===== src/design/tswi_pkg.sv =====
package tswi_pkg;

  localparam int unsigned CLK_HZ          = 10_000_000;
  // short enough for the bench to cross many times, long enough for pedal bounce
  localparam int unsigned DEBOUNCE_US     = 100;
  localparam int unsigned DEBOUNCE_CYC    = (DEBOUNCE_US * (CLK_HZ / 1_000_000));
  localparam int unsigned DB_W            = 16;
  localparam logic [DB_W-1:0] DB_LIMIT    = DB_W'(DEBOUNCE_CYC - 1);

  localparam int unsigned TIME_W          = 16;
  localparam int unsigned SCHED_W         = 7;
  localparam logic [SCHED_W-1:0] SCHED_MAX = 7'h63;
  localparam logic [SCHED_W-1:0] SCHED_A_SINGLE = 7'h00;
  localparam logic [SCHED_W-1:0] SCHED_B  = 7'h14;
  localparam logic [SCHED_W-1:0] SCHED_C  = 7'h28;
  localparam logic [SCHED_W-1:0] SCHED_D  = 7'h3C;

  localparam int unsigned N_SW            = 4;
  localparam int unsigned VALVE_W         = 3;

  localparam logic [5:0]  PI_SECOND_STAGE = 6'h09;
  localparam logic [3:0]  FUNC_SECOND_STAGE = 4'h1;
  localparam logic        SRC_LOCAL       = 1'b0;

  localparam logic [31:0] OFF_CTRL        = 32'h0000_0000;
  localparam logic [31:0] OFF_TIMES       = 32'h0000_0004;
  localparam logic [31:0] OFF_VALVES      = 32'h0000_0008;
  localparam logic [31:0] OFF_STATUS      = 32'h0000_000C;

  localparam logic [31:0] CTRL_RESET      = 32'h0000_0000;
  localparam logic [31:0] TIMES_RESET     = 32'h0000_0000;
  localparam logic [31:0] VALVES_RESET    = 32'h0000_0000;

  // ctrl field positions
  localparam int unsigned CTRL_MULTI      = 0;
  localparam int unsigned CTRL_REPEAT     = 1;
  localparam int unsigned CTRL_EXT_SEL    = 2;
  localparam int unsigned CTRL_SRC        = 3;
  localparam int unsigned CTRL_FUNC_LSB   = 4;
  localparam int unsigned CTRL_PIN_LSB    = 8;
  localparam int unsigned CTRL_USE_LSB    = 16;

  typedef enum logic [2:0] {
    ST_IDLE    = 3'b000,
    ST_PRESQ   = 3'b001,
    ST_SQUEEZE = 3'b011,
    ST_WAIT2   = 3'b010,
    ST_PCHECK  = 3'b110,
    ST_WELD    = 3'b111,
    ST_HOLD    = 3'b101
  } tswi_state_t;

endpackage : tswi_pkg


===== src/design/tswi_top.sv =====
// Implementation choices: the APB register port and the register addresses.
`timescale 1ns/1ps
`default_nettype none
module tswi_top
  import tswi_pkg::*;
(
  input  wire logic                 clock_in,
  input  wire logic                 rst_n_in,
  input  wire logic                 psel_in,
  input  wire logic                 penable_in,
  input  wire logic                 pwrite_in,
  input  wire logic [31:0]          paddr_in,
  input  wire logic [31:0]          pwdata_in,
  output logic      [31:0]          prdata_out,
  output logic                      pready_out,
  output logic                      pslverr_out,
  input  wire logic [N_SW-1:0]      foot_first_stage_contacts_in,
  input  wire logic                 programmable_input_nine_in,
  input  wire logic                 pressure_switch_input_in,
  input  wire logic [SCHED_W-1:0]   ext_schedule_select_in,
  input  wire logic                 weld_done_in,
  output logic [N_SW*VALVE_W-1:0]   valves_out,
  output logic                      weld_start_out,
  output logic [SCHED_W-1:0]        schedule_out
);

  typedef struct packed {
    logic [N_SW:0]                 sync1;
    logic [N_SW:0]                 sync2;
    logic [N_SW:0][DB_W-1:0]       db_cnt;
    logic [N_SW:0]                 clean;
    logic [31:0]                   ctrl;
    logic [31:0]                   times;
    logic [31:0]                   valve_map;
    tswi_state_t                   state;
    logic [TIME_W-1:0]             timer;
    logic [1:0]                    sw_idx;
    logic [VALVE_W-1:0]            valves;
    logic [SCHED_W-1:0]            sched;
    logic                          start;
    logic [31:0]                   rdata;
  } tswi_regs_t;

  tswi_regs_t r_q;
  tswi_regs_t r_d;

  logic                 access;
  logic                 mapped_ok;
  logic                 second_stage;
  logic                 first_any;
  logic                 first_held;
  logic [1:0]           first_idx;
  logic [SCHED_W-1:0]   sched_pick;
  logic [SCHED_W-1:0]   sched_a;
  logic [N_SW:0]        raw;

  assign access      = psel_in && penable_in;
  assign pready_out  = 1'b1;
  assign pslverr_out = access && !(paddr_in == OFF_CTRL || paddr_in == OFF_TIMES
                                   || paddr_in == OFF_VALVES || paddr_in == OFF_STATUS);

  assign raw = {programmable_input_nine_in, foot_first_stage_contacts_in};

  // second stage only counts through input nine mapped as local second-stage function
  assign mapped_ok = (r_q.ctrl[CTRL_PIN_LSB +: 6] == PI_SECOND_STAGE)
                   && (r_q.ctrl[CTRL_FUNC_LSB +: 4] == FUNC_SECOND_STAGE)
                   && (r_q.ctrl[CTRL_SRC] == SRC_LOCAL);
  assign second_stage = mapped_ok && r_q.clean[N_SW];

  assign first_any  = |r_q.clean[N_SW-1:0];
  assign first_held = r_q.clean[r_q.sw_idx];

  // lowest numbered switch wins when several close together
  always_comb begin
    first_idx = 2'h0;
    for (int i = N_SW - 1; i >= 0; i--) begin
      if (r_q.clean[i]) begin
        first_idx = 2'(i);
      end
    end
  end

  always_comb begin
    sched_a = r_q.ctrl[CTRL_EXT_SEL] ? ext_schedule_select_in
                                     : r_q.ctrl[CTRL_USE_LSB +: SCHED_W];
    if (sched_a > SCHED_MAX) begin
      sched_a = SCHED_MAX;
    end
    if (!r_q.ctrl[CTRL_MULTI]) begin
      sched_pick = SCHED_A_SINGLE;
    end else begin
      case (first_idx)
        2'h1:    sched_pick = SCHED_B;
        2'h2:    sched_pick = SCHED_C;
        2'h3:    sched_pick = SCHED_D;
        default: sched_pick = sched_a;
      endcase
    end
  end

  always_comb begin
    r_d       = r_q;
    r_d.start = 1'b0;
    r_d.sync1 = raw;
    r_d.sync2 = r_q.sync1;

    // a level must stay for the whole window before it is believed
    for (int i = 0; i <= N_SW; i++) begin
      if (r_q.sync2[i] == r_q.clean[i]) begin
        r_d.db_cnt[i] = '0;
      end else if (r_q.db_cnt[i] == DB_LIMIT) begin
        r_d.db_cnt[i] = '0;
        r_d.clean[i]  = r_q.sync2[i];
      end else begin
        r_d.db_cnt[i] = r_q.db_cnt[i] + 1'b1;
      end
    end

    if (psel_in && !penable_in && !pwrite_in) begin
      if (paddr_in == OFF_CTRL) begin
        r_d.rdata = r_q.ctrl;
      end else if (paddr_in == OFF_TIMES) begin
        r_d.rdata = r_q.times;
      end else if (paddr_in == OFF_VALVES) begin
        r_d.rdata = r_q.valve_map;
      end else if (paddr_in == OFF_STATUS) begin
        r_d.rdata = {9'h000, r_q.sched, 3'h0, r_q.clean, 2'h0, r_q.sw_idx, 1'b0, r_q.state};
      end else begin
        r_d.rdata = '0;
      end
    end
    if (access && pwrite_in) begin
      if (paddr_in == OFF_CTRL) begin
        r_d.ctrl = pwdata_in;
      end else if (paddr_in == OFF_TIMES) begin
        r_d.times = pwdata_in;
      end else if (paddr_in == OFF_VALVES) begin
        r_d.valve_map = pwdata_in;
      end
    end

    case (r_q.state)
      ST_IDLE: begin
        r_d.valves = '0;
        if (first_any) begin
          r_d.sw_idx = first_idx;
          r_d.sched  = sched_pick;
          r_d.valves = r_q.valve_map[first_idx*8 +: VALVE_W];
          r_d.timer  = r_q.times[15:0];
          r_d.state  = ST_PRESQ;
        end
      end
      ST_PRESQ: begin
        if (!first_held) begin
          r_d.valves = '0;
          r_d.state  = ST_IDLE;
        end else if (r_q.timer == '0) begin
          r_d.timer = r_q.times[31:16];
          r_d.state = ST_SQUEEZE;
        end else begin
          r_d.timer = r_q.timer - 1'b1;
        end
      end
      ST_SQUEEZE: begin
        if (!first_held) begin
          r_d.valves = '0;
          r_d.state  = ST_IDLE;
        end else if (r_q.timer == '0) begin
          r_d.state = ST_WAIT2;
        end else begin
          r_d.timer = r_q.timer - 1'b1;
        end
      end
      ST_WAIT2: begin
        if (!first_held) begin
          r_d.valves = '0;
          r_d.state  = ST_IDLE;
        end else if (second_stage) begin
          r_d.state = ST_PCHECK;
        end
      end
      ST_PCHECK: begin
        // no pressure yet: stay until it rises or the pedal is let go
        if (!first_held) begin
          r_d.valves = '0;
          r_d.state  = ST_IDLE;
        end else if (pressure_switch_input_in) begin
          r_d.start = 1'b1;
          r_d.state = ST_WELD;
        end
      end
      ST_WELD: begin
        if (weld_done_in) begin
          r_d.state = ST_HOLD;
        end
      end
      ST_HOLD: begin
        if (r_q.ctrl[CTRL_REPEAT] && first_held && second_stage) begin
          r_d.timer = r_q.times[15:0];
          r_d.state = ST_PRESQ;
        end else begin
          r_d.valves = '0;
          // wait for release so one press gives one weld
          if (!first_any) begin
            r_d.state = ST_IDLE;
          end
        end
      end
      default: begin
        r_d.state = ST_IDLE;
      end
    endcase
  end

  always_ff @(posedge clock_in) begin
    if (!rst_n_in) begin
      r_q.sync1     <= '0;
      r_q.sync2     <= '0;
      r_q.db_cnt    <= '0;
      r_q.clean     <= '0;
      r_q.ctrl      <= CTRL_RESET;
      r_q.times     <= TIMES_RESET;
      r_q.valve_map <= VALVES_RESET;
      r_q.state     <= ST_IDLE;
      r_q.timer     <= '0;
      r_q.sw_idx    <= '0;
      r_q.valves    <= '0;
      r_q.sched     <= '0;
      r_q.start     <= 1'b0;
      r_q.rdata     <= '0;
    end else begin
      r_q <= r_d;
    end
  end

  assign prdata_out     = r_q.rdata;
  assign weld_start_out = r_q.start;
  assign schedule_out   = r_q.sched;

  // the active switch's valve pattern goes on its own lane
  generate
    for (genvar g = 0; g < N_SW; g++) begin : g_valve
      assign valves_out[g*VALVE_W +: VALVE_W] = (r_q.sw_idx == 2'(g)) ? r_q.valves : '0;
    end
  endgenerate

endmodule : tswi_top
`default_nettype wire


===== config.mk =====
export PLATFORM = sky130hd
export DESIGN_NAME = tswi_top
export DESIGN_NICKNAME = d
export VERILOG_FILES = /design/src/design/tswi_pkg.sv /design/src/design/tswi_top.sv
export SDC_FILE = /design/constraint.sdc
export NUM_CORES = 1
export LEC_CHECK = 0
export ABC_AREA = 0
export BUFFER_PORTS_ARGS = -buffer_cell sky130_fd_sc_hd__buf_4
export CORE_MARGIN = 10
export CORE_UTILIZATION = 35
export CTS_CLUSTER_DIAMETER = 50
export DETAILED_ROUTE_END_ITERATION = 7
export GPL_ROUTABILITY_DRIVEN = 0
export HOLD_SLACK_MARGIN = 0.02
export MAX_ROUTING_LAYER = met4
export PLACE_DENSITY = 0.62
export SETUP_SLACK_MARGIN = 0.05
export SLEW_MARGIN = 40
export SYNTH_ARGS = -nofsm -noshare
export SYNTH_HDL_FRONTEND = slang
export SYNTH_SLANG_ARGS = --single-unit

===== constraint.sdc =====
create_clock -name clock_in -period 4.4 [get_ports clock_in]
set_input_delay 0.22 -clock clock_in [delete_from_list [all_inputs] [get_ports clock_in]]
set_output_delay 0.22 -clock clock_in [all_outputs]
set_load 0.05 [all_outputs]

==> summary.md, run 1 <==
The tools report the largest net degree at the start of global routing as 58. The internal power of the cells totals 0.00395 W. Cell with the biggest individual delay on the critical path: sky130_fd_sc_hd__nand3_1. The most numerous cell on the critical path is sky130_fd_sc_hd__nand3_1. Final routed DRC violation total: 0. The fraction of the cycle the final worst path needs came out at 0.713. Most frequently used flop master after synthesis: sky130_fd_sc_hd__dfxtp_1. The largest stage delay on the critical path is 0.69 ns. The signal on the critical path passes through nor4_2, nand2b_1, nand3_1, nand3_1, o32ai_1. Detailed placement ended at an HPWL of 24400 um. The routed length per instance works out to 18.0 um. The logs give 1544 for the number of nets in the layout and 0.052 for the logic gate share of total power. The post-synthesis area per instance is 8.97 um^2. Synthesis instantiated 72 different standard cells from the library.

The run finished with clean final reports. Routed via count divided by cell count: 5.35. The run gives 255 as the sink count of the clock tree. Prior to clock tree synthesis, the placed netlist has a worst setup slack of 1.18 ns. The post-CTS resize count came out at 0. In this run the standard cell core region covers 34300 um^2. The number of max-cap violations was 0.

The run gives 0 as the overall overflow remaining after global route. For the clock network fraction of total power, the log shows 0.494. The final route contains 10337 vias. TritonCTS built the clock tree.

The measured slew at the worst slew-check pin was 0.753 ns. The area of the die came out at 42400 um^2. In this run, CTS created clock tree buffers numbering 30. The net switching fraction of the power was 0.233. Setup repair after global routing left no endpoint under its margin. Synthesis produced a netlist whose cell count is 1349. The run gives 1439 as the post-synthesis net count. Buffer depth of the longest clock path: 3. Summed over all nets, the switching power comes to 0.00120 W. The total area of sequential cells came out at 5100 um^2. The final number of max-transition violations is 0. Power density relative to cell area: 354 nW/um^2. The detailed router's first-iteration violation count is 823, and the number of filler instances in the final layout is 3382.

The worst path arrival time came out at 3.54 ns. The number of core rows was 68. The cell family contributing the most delay on the critical path is simple AND/OR/NAND/NOR gates. The worst max-slew margin expressed relative to the limit is 0.496, and the count of buffering cells on the critical path with inverters included is 0. The share of cells above drive strength 1 was 0.167. The first detailed-routing pass ran for 7 iterations. The top cell types in the final layout, fill and taps aside, are 255 x sky130_fd_sc_hd__dfxtp_1, 177 x sky130_fd_sc_hd__nor2_1, 165 x sky130_fd_sc_hd__nand2_1.

The worst path required time was 4.80 ns. The maximum fanout along the worst path is 16, and the initial core utilization is 0.353. For this design the top-level I/O count stands at 137. The worst setup path is launched from a flip-flop. In the post-route analysis, the smallest setup slack over all paths is 1.26 ns. From synthesis to final layout, the design area changed by 20.3%.

The number of H-tree levels was 1. The overall track demand over capacity in global routing was 0.163; the number of buffers inserted for hold repair after clock tree synthesis was 38. The element type at the critical path end was a flip-flop. At the later pin of the worst-skew pair, clock insertion delay measures 0.56 ns.

In this run the static leakage power is 5.82 nW. The largest clock skew in the final design was 0.0253 ns. Based on the critical path, the design can be clocked at up to 319 MHz. The sequential-to-total area share from yosys stat is 0.422, and the proportion of synthesized flip-flops having asynchronous set or reset is 0. The run gives 0 as the number of setup violations in the final report. The floorplan step set the die height to 206 um. Relative contribution of sequential cells to total power: 0.454. The library cell used most frequently in the layout, excluding fill and tap cells, is sky130_fd_sc_hd__dfxtp_1.

Once the clock tree was built, the setup fixing pass inserted 0 buffers. The number of global-route vias before repair was 10162; the number of port buffers was 135. The count of inserted antenna diode cells is 0. The synthesized design contains 0 enable-type register cells. The horizontal die dimension came out at 206 um. The area of combinational cells with multiple inputs is 6280 um^2, and the total of warnings raised by yosys is 0. The type of the worst setup path was reg2reg. The mapped netlist covers 12100 um^2.

The run gives 263 uV as the maximum VDD drop. The path class of the tightest hold or removal check is in2reg. The count of nets left with antenna violations once routing finished came out at 0.

The final-report hold violation count was 0. The clock transition time at the flip-flop clock pins of the worst setup and hold paths was 0.06 ns; the wire length of the first global-routing pass was 54900 um. The final routed wirelength across all metal layers was 34800 um; the setup TNS was 0 ns. Cell chosen for the clock root: sky130_fd_sc_hd__clkbuf_16. The synthesized design contains 255 register bits.

The initial antenna violation count is 0, and the final critical delay including setup and external delays is 3.14 ns.
-- power groups by stage --
stage | registers, W | clock network (W) | logic, W
6_report | 0.00233 | 0.00254 | 0.000270
5_1_grt | 0.00233 | 0.00268 | 0.000289
4_1_cts | 0.00233 | 0.00258 | 0.000273
3_5_place_dp | 0.00239 | 0 | 0.000245
3_3_place_gp | 0.00239 | 0 | 0.000243
2_1_floorplan | 0.00238 | 0 | 0.000143
-- state kept, by name (all words and copies together) (netlist names) --
register and count:
weld_start_out 1, schedule_out 7, prdata_out 32, r_q 210
r_d 5
-- per-stage QoR --
stage / instances / util / total power [W] / area [um^2] / hold WS [ns]
floorplan: 1349 / - / 0.00253 / 12100 / 0.347
global placement: 1839 / 0.383 / 0.00263 / 13100 / 0.423
detailed placement: 1839 / 0.383 / 0.00263 / 13100 / 0.426
CTS: 1932 / 0.424 / 0.00519 / 14500 / 0.0977
global route: 1932 / 0.424 / 0.00530 / 14600 / 0.157
finish: 1932 / 0.424 / 0.00514 / 14600 / 0.120
-- final timing paths --
kind | startpoint | to | slack (ns) | cells past startpoint
worst max-delay path | r_q[161]$_SDFFE_PN0P_ | r_q[49]$_SDFFE_PN0P_ | 1.26 | 5
worst min-delay path | ext_schedule_select_in[6] | schedule_out[6]$_SDFFE_PN0P_ | 0.12 | 4
worst max register to register | r_q[161]$_SDFFE_PN0P_ | r_q[49]$_SDFFE_PN0P_ | 1.26 | 5
worst min register to register | r_d[247]$_SDFF_PN0_ | r_q[247]$_SDFF_PN0_ | 0.44 | 1
-- area by class of cell --
cell class / count / share of cell area
multi-input cells: 963 / 0.432
flip-flops and latches: 255 / 0.351
repair buffers: 189 / 0.104
clock buffers: 37 / 0.0562
well taps: 455 / 0.0391
clock inverters: 18 / 0.0143
inverters: 15 / 0.00387
-- cells in the mapped netlist (24+ instances only) --
cell type | instances | area, um^2
sky130_fd_sc_hd__dfxtp_1 | 255 | 5100
sky130_fd_sc_hd__nor2_1 | 177 | 664
sky130_fd_sc_hd__nand2_1 | 165 | 619
sky130_fd_sc_hd__mux2i_1 | 109 | 1090
sky130_fd_sc_hd__clkbuf_1 | 54 | 203
sky130_fd_sc_hd__xor2_1 | 54 | 473
sky130_fd_sc_hd__nand3_1 | 49 | 245
sky130_fd_sc_hd__o21ai_0 | 45 | 225
sky130_fd_sc_hd__buf_4 | 42 | 315
sky130_fd_sc_hd__a221oi_1 | 27 | 236
sky130_fd_sc_hd__a22o_1 | 27 | 236
sky130_fd_sc_hd__a21oi_1 | 26 | 130
sky130_fd_sc_hd__xnor2_1 | 25 | 219
sky130_fd_sc_hd__nor4_1 | 24 | 150
-- per-layer routing --
metal / share of wire / track usage / routed length [um]
met3: 0.063 / 0.0235 / 2190
met4: 0.029 / 0.0532 / 1020
met2: 0.47 / 0.266 / 16300
met1: 0.44 / 0.204 / 15300
met5: 0 / - / 0
-- cells by family after synthesis --
logic type | Yosys count | share of synthesized area
and+or+nand+nor | 549 | 0.219
DFF | 255 | 0.422
AOI/OAI and AO/OA | 200 | 0.121
buffers and inverters | 131 | 0.0601
muxes | 127 | 0.113
xor gates and xnor gates | 79 | 0.0572
adders and majority gates | 7 | 0.00724
other | 1 | 0.000310
-- worst min-delay path: stages --
cell and delay, ns:
sky130_fd_sc_hd__buf_4 0.12, sky130_fd_sc_hd__mux2i_1 0.12, sky130_fd_sc_hd__or3_1 0.11, sky130_fd_sc_hd__a21oi_1 0.06
Note: power is estimated with default switching activity, not from simulation.
==> inputs of run 2 (changes only) <==
--- a/config.mk
+++ b/config.mk
@@ -14,7 +14,7 @@
 export GPL_ROUTABILITY_DRIVEN = 0
 export HOLD_SLACK_MARGIN = 0.02
 export MAX_ROUTING_LAYER = met4
-export PLACE_DENSITY = 0.62
+export PLACE_DENSITY = 0.64
 export SETUP_SLACK_MARGIN = 0.05
 export SLEW_MARGIN = 40
 export SYNTH_ARGS = -nofsm -noshare
==> constraint.sdc (replaced) <==
create_clock -name clock_in -period 2.6 [get_ports clock_in]
set_input_delay 0.13 -clock clock_in [delete_from_list [all_inputs] [get_ports clock_in]]
set_output_delay 0.13 -clock clock_in [all_outputs]
set_load 0.05 [all_outputs]
==> run 2 against run 1 <==
  * Combinational power is 71% higher
  * Largest cell class unchanged
  * Critical endpoint is now r_q[62]$_SDFFE_PN0P_
  * Non-clock buffer count is 41 higher
  * Clock power is 67% higher
  * Largest power group unchanged
  * Via count is 1.0% higher
  * First-iteration DRC count is 3.8% lower
  * Worst hold slack worse by 0.077 ns
==> summary.md, run 2 (synthesized netlist as in run 1, its figures left out) <==
0 antenna diodes ended up in the layout. Fraction of the cycle the final worst path needs: 0.896. Setup repair after global routing left no endpoint under its margin. The number of placed instances, taps included, is 1874.

The tools report the initial core utilization as 0.353. The placeable core region came out at 34300 um^2. For the detailed router's first-iteration violation count, the log shows 792. The run finished with clean final reports. The worst setup path is captured at a flip-flop. Across the routed clock network, the largest skew measured is 0.0149 ns. STA puts the critical path data arrival time at 2.77 ns. Measured in cells, the most critical reg-to-reg path has a length of 8. The logs give 3.04 ns for the worst path required time and 13400 um^2 for the post-placement cell area. The tools report the sort of element at the start of the critical path as a flip-flop. Setup violations remaining at the end of the flow were counted as 0.

Number of global-route vias before repair: 10576. The tree is rooted in a sky130_fd_sc_hd__clkbuf_16. The worst path needs 2.33 ns of the cycle, external delays included.

The most frequent standard cell in the layout excluding fill and tap cells is sky130_fd_sc_hd__dfxtp_1. Number of buffers created by CTS: 29. In this run the count of I/O pins placed on the die edge is 137. The logs give 1972 for the number of cells in the finished layout apart from fillers and 74 for the largest net degree at the start of global routing. The register with the most flip-flops in the layout has 210 of them. Global routing finished with a remaining overflow of 0. The min-delay analysis places its worst path in the category in2reg. The worst hold path passes through 5 cells.

The die is 206 um tall. For the pin with the worst max-slew slack, the measured transition is 0.756 ns. Summed over all cells, the static leakage comes to 6.03 nW. Number of H-tree levels: 1. Adding up every negative setup slack in the final design gives 0 ns.

The number of core rows came out at 68. Timing would allow up to 429 MHz. TritonCTS built the clock tree. The run gives 0.496 as the worst max-slew margin expressed relative to the limit.

Detailed placement ended at an HPWL of 24500 um. The share of cells above drive strength 1 was 0.184; the area of the die was 42400 um^2. The critical path is of the reg2reg type.

The later pin in the worst-skew pair is clocked with a latency of 0.56 ns. The number of nets in the layout was 1584. Of all nets on the critical path, the largest fanout is 5.

The tree built by TritonCTS fans out to 255 sinks. The via total after detailed routing is 10442. In the final routed layout, each cell accounts on average for 17.7 um.

The clock passes through at most 3 buffers. The final-report hold violation count came out at 0. The post-route antenna net violation count was 0; the wire length of the first global-routing pass was 55900 um. The maximum VDD drop is 379 uV, and the final number of max-transition violations is 0. Relative to the synthesized area, the layout overhead comes to 23.1%.

Number of max-cap violations: 0. For the post-CTS setup buffer count, the log shows 0. The floorplan step set the die width to 206 um. The clock transition time at the flip-flop clock pins of the worst setup and hold paths came out at 0.06 ns.

Dividing total power by cell area gives a power density of 581 nW/um^2. Summed over all layers, the routed wires come to 34900 um. The count of TritonRoute iterations in the first routing pass is 5, and the cell area after layout is 14900 um^2. Using the TritonRoute via totals, the vias-per-cell ratio works out to 5.30.

The number of port buffers came out at 135. The register containing the most flip-flops in the final layout was r_q. For the initial antenna violation count, the log shows 0.

The top cell types in the final layout, fill and taps aside, are 255 x sky130_fd_sc_hd__dfxtp_1, 183 x sky130_fd_sc_hd__buf_4, 177 x sky130_fd_sc_hd__nor2_1. Final routed DRC violation total: 0. Overall track demand over capacity in global routing: 0.166.
run 2: final timing paths:
kind	from	to	slack (ns)
max	r_q[45]$_SDFFE_PN0P_	r_q[62]$_SDFFE_PN0P_	0.27
max reg2reg	r_q[45]$_SDFFE_PN0P_	r_q[62]$_SDFFE_PN0P_	0.27
min reg2reg	r_d[249]$_SDFF_PN0_	r_q[249]$_SDFF_PN0_	0.43
min	ext_schedule_select_in[4]	schedule_out[4]$_SDFFE_PN0P_	0.04
run 2: worst max-delay path: stages, from the launching register on:
cell	delay, ns
sky130_fd_sc_hd__dfxtp_1	0.35
sky130_fd_sc_hd__inv_1	0.12
sky130_fd_sc_hd__ha_1	0.16
sky130_fd_sc_hd__nor4b_1	0.25
sky130_fd_sc_hd__buf_4	0.18
sky130_fd_sc_hd__and4_1	0.33
sky130_fd_sc_hd__nor2_1	0.10
sky130_fd_sc_hd__or4b_4	0.50
sky130_fd_sc_hd__o32ai_1	0.23
run 2: final cells by class:
type                            instances  area [um^2]
Timing Repair Buffer                  230         1870
Multi-Input combinational cell        963         6270
Inverter                               15         57.6
Sequential cell                       255         5100
Clock buffer                           37          816
Clock inverter                         17          195
Fill cell                            3290        19400
Tap cell                              455          569
run 2: timing repair:
action | CTS | global route
resized for setup | 0 | 2
hold buffers | 44 | 0
hold endpoints to repair | 109 | 0
setup endpoints to repair | 0 | 2
run 2: layer usage:
metal,GRT usage,share of wire
met5,-,0
met1,0.207,0.44
met4,0.0539,0.029
met2,0.269,0.47
met3,0.0262,0.056
run 2: power by group:
| part | internal (W) | leakage [nW] | switching (W) |
|---|---|---|---|
| Combinational | 0.000194 | 3.48 | 0.000269 |
| Sequential | 0.00394 | 2.06 | 0.0000161 |
| Clock | 0.00253 | 0.493 | 0.00170 |
| Total | 0.00666 | 6.03 | 0.00198 |
run 2: through the flow:
step           worst slack [ns]  hold WS, ns  power, W  utilization
2_1_floorplan             0.519        0.257   0.00427            -
3_3_place_gp              0.356        0.347   0.00445        0.392
3_5_place_dp              0.275        0.343   0.00445        0.392
4_1_cts                   0.234       0.0213   0.00872        0.434
5_1_grt                  0.0785       0.0492   0.00894        0.434
6_report                  0.270       0.0435   0.00865        0.434
==> inputs of run 3 (changes only) <==
--- a/config.mk
+++ b/config.mk
@@ -5,16 +5,16 @@
 export SDC_FILE = /design/constraint.sdc
 export NUM_CORES = 1
 export LEC_CHECK = 0
-export ABC_AREA = 0
+export ABC_AREA = 1
 export BUFFER_PORTS_ARGS = -buffer_cell sky130_fd_sc_hd__buf_4
 export CORE_MARGIN = 10
-export CORE_UTILIZATION = 35
+export CORE_UTILIZATION = 53
 export CTS_CLUSTER_DIAMETER = 50
 export DETAILED_ROUTE_END_ITERATION = 7
 export GPL_ROUTABILITY_DRIVEN = 0
 export HOLD_SLACK_MARGIN = 0.02
 export MAX_ROUTING_LAYER = met4
-export PLACE_DENSITY = 0.64
+export PLACE_DENSITY = 0.86
 export SETUP_SLACK_MARGIN = 0.05
 export SLEW_MARGIN = 40
 export SYNTH_ARGS = -nofsm -noshare
==> run 3 against run 2 <==
  * The flow now finishes with violations (DRC)
  * Utilization increased by 22 points
  * Synthesized cell count increased by 39%
  * Worst hold slack about the same
  * Final cell count up 19%
  * Count of clock-buffer cells in the layout up 3
  * Maximum frequency is 11% higher
  * Critical path type unchanged
  * Critical endpoint is now r_q[55]$_SDFFE_PN0P_
  * Highest routed layer unchanged
==> summary.md, run 3 <==
The run finished, with violations left. The final reports fail on DRC. In this run, synthesis produced a sequential element count of 255. Sorting the synthesized cells by area gives the leading types as sky130_fd_sc_hd__dfxtp_1 41%, sky130_fd_sc_hd__nand2_1 15%, sky130_fd_sc_hd__nor2_1 9.2%. Leakage power total: 5.96 nW. Final number of max-transition violations: 0.

On the final layout, the worst clock skew is 0.0117 ns. For the sink count of the clock tree, the log shows 255. The worst setup path is launched from a flip-flop. In this run the remaining antenna-violating nets after routing total 0. By area, the combinational part of the netlist is dominated by simple AND/OR/NAND/NOR gates. Synthesis instantiated 42 different standard cells from the library. After clock tree synthesis, the clock-pin slew on the worst setup and hold paths is 0.06 ns.

During synthesis, Yosys emitted a total of 0 warnings. r_q holds more flip-flops than any other register. The relative contribution of sequential cells to total power was 0.404; the routed via count divided by cell count was 5.45.

The library cell used most frequently in the layout, excluding fill and tap cells, is sky130_fd_sc_hd__nand2_1. The buffer depth of the longest clock path is 3. The y dimension of the die was 173 um; the measured slew at the worst slew-check pin was 0.752 ns. The most common cell in the synthesized netlist is sky130_fd_sc_hd__nand2_1. Final critical delay including setup and external delays: 2.11 ns.

TritonCTS built the clock tree. In this run the worst path has a maximum fanout of 16. For the post-placement cell area, the log shows 13400 um^2. The tools report the cell-internal power as 0.00710 W. For this run, the leading register cell type out of synthesis is sky130_fd_sc_hd__dfxtp_1.

In this run, the number of DRC markers left after iteration 0 of detailed routing was 1427. The highest clock rate is 474 MHz, and the placeable core region is 22800 um^2. Clock tree synthesis inserted a total of 29 buffers. The number of setup violations in the final report was 0. The horizontal die dimension is 173 um, and the net switching fraction of the power is 0.304. The tools report the synthesized instance count as 1877.

In this run, synthesis inferred 0 flip-flops with an integrated enable. The first global-routing pass estimated 59800 um of wire. The design draws 0.0102 W. The share of cells above drive strength 1 is 0.113. The sequential-to-total area share from yosys stat was 0.412; the worst max-slew margin expressed relative to the limit was 0.499. The final-report hold violation count was 0. The initial core utilization is 0.543. The worst hold path belongs to the class in2reg. Global routing finished with a remaining overflow of 0. STA classifies the critical path endpoint as a flip-flop. Entering global routing, the biggest net connects 99 pins. The logic gate share of total power was 0.207. The pre-antenna-repair detailed-routing pass consisted of 8 iterations. Number of ports placed on the die boundary: 137. The leading area contributor after synthesis is sky130_fd_sc_hd__dfxtp_1.

The fraction of the cycle the final worst path needs is 0.811, and the netlist area before placement is 12400 um^2. The multiplexer area fraction after synthesis works out to 0. The maximum VDD drop is 575 uV. Setup repair after global routing left no endpoint under its margin. The library cells used most frequently in the layout, excluding fill and tap cells, are 485 x sky130_fd_sc_hd__nand2_1, 302 x sky130_fd_sc_hd__nor2_1, 255 x sky130_fd_sc_hd__dfxtp_1. The logs give 1 for the initial antenna violation count and 3.07 ns for the worst path required time. The switching power total came out at 0.00310 W. Post-synthesis net count: 1967. The tools report the HPWL after detailed placement as 25600 um.

The cell area after layout was 14800 um^2; the area overhead of the layout relative to synthesis was 19.5%. The run gives 0.240 as the overall track demand over capacity in global routing. The routed length per instance is 15.7 um. The logs give 2095 for the number of nets in the layout and 2.58 ns for the worst path arrival time.

The number of flip-flops in the largest register works out to 210. The XOR/XNOR share of the synthesized area is 0.0127, and the number of max-cap violations is 0. The final routed DRC violation total was 1; the setup TNS was 0 ns. The cell chosen for the clock root is sky130_fd_sc_hd__clkbuf_16. The post-synthesis area per instance is 6.59 um^2.

The adder-cell share of the synthesized area came out at 0.00708. Clock network fraction of total power: 0.389. The fraction of the mapped netlist area in compound gates works out to 0.131. The proportion of synthesized flip-flops having asynchronous set or reset came out at 0. The type of the worst setup path is reg2reg.

For the worst-skew pair, the clock arrives at the later sink with an insertion delay of 0.54 ns. The number of H-tree levels was 1; the simple-gate portion of the synthesized area was 0.339. The number of core rows came out at 55. The run gives 29900 um^2 as the area of the die. The via total after detailed routing was 12734; the final routed wirelength across all metal layers was 36700 um. The commonest cells after synthesis are 485 x sky130_fd_sc_hd__nand2_1, 304 x sky130_fd_sc_hd__nor2_1, 255 x sky130_fd_sc_hd__dfxtp_1. For this design the ratio of total power to cell area is 689 nW/um^2. In this run the post-CTS setup repair buffer count came out at 0. The number of port buffers was 135; the number of global-route vias before repair was 12319.

Top cell type's share of synthesized area: 0.412.
run 3: what timing repair did:
| item | CTS | global route |
|---|---|---|
| hold buffers | 45 | 0 |
| hold endpoints to repair | 107 | 0 |
| endpoints found under the setup margin | 0 | 0 |
| gates resized for setup | 0 | 0 |
run 3: critical path, stage by stage (launching register included):
cell and delay, ns:
sky130_fd_sc_hd__dfxtp_1 0.36, sky130_fd_sc_hd__inv_1 0.10, sky130_fd_sc_hd__ha_1 0.21, sky130_fd_sc_hd__nand2_1 0.06
sky130_fd_sc_hd__nor2_1 0.06, sky130_fd_sc_hd__nand3_1 0.16, sky130_fd_sc_hd__nor2_1 0.09, sky130_fd_sc_hd__nor3_4 0.43
sky130_fd_sc_hd__nand2_4 0.25, sky130_fd_sc_hd__nand2_1 0.12, sky130_fd_sc_hd__nand2_1 0.05, sky130_fd_sc_hd__nor2_1 0.13
run 3: through the flow:
stage	hold WS [ns]	instances	setup WS, ns	util
global placement	0.325	2242	0.597	0.589
finish	0.0434	2337	0.492	0.649
CTS	0.0336	2336	0.546	0.649
floorplan	0.228	1877	0.476	-
detailed placement	0.327	2242	0.555	0.589
global route	0.0657	2337	0.255	0.649
run 3: cell families after synthesis:
logic type,after synthesis
buffers and inverters,270
DFF,255
xor gates and xnor gates,18
other,1
adders and majority gates,7
and+or+nand+nor,1009
AOI/OAI and AO/OA,317
run 3: cell type report:
type,count,area (um^2)
repair buffers,204,1660
well taps,313,392
multi-input cells,1352,6090
clock inverters,9,92.6
fillers,1867,7990
flip-flops and latches,255,5100
clock buffers,40,837
inverters,163,612
diodes,1,2.50
run 3: power by group through the flow:
stage	logic [W]	registers (W)	clock network [W]
final	0.00211	0.00412	0.00397
after global routing	0.00237	0.00413	0.00417
after CTS	0.00206	0.00411	0.00400
after detailed placement	0.00198	0.00420	0
after global placement	0.00194	0.00419	0
after floorplan	0.00150	0.00417	0
run 3: final timing paths:
check	from	to	slack (ns)	cells after the start
max	r_q[45]$_SDFFE_PN0P_	r_q[55]$_SDFFE_PN0P_	0.49	11
min	ext_schedule_select_in[1]	schedule_out[1]$_SDFFE_PN0P_	0.04	5
max reg2reg	r_q[45]$_SDFFE_PN0P_	r_q[55]$_SDFFE_PN0P_	0.49	11
min reg2reg	r_d[246]$_SDFF_PN0_	r_q[246]$_SDFF_PN0_	0.41	2
run 3: per-layer routing:
metal / part of all wire / vias to the layer above / GRT usage
met1: 0.40 / 5801 / 0.277
met3: 0.086 / 111 / 0.0470
met4: 0.041 / 0 / 0.0999
li1: - / 6249 / -
met2: 0.48 / 573 / 0.402
met5: 0 / - / -
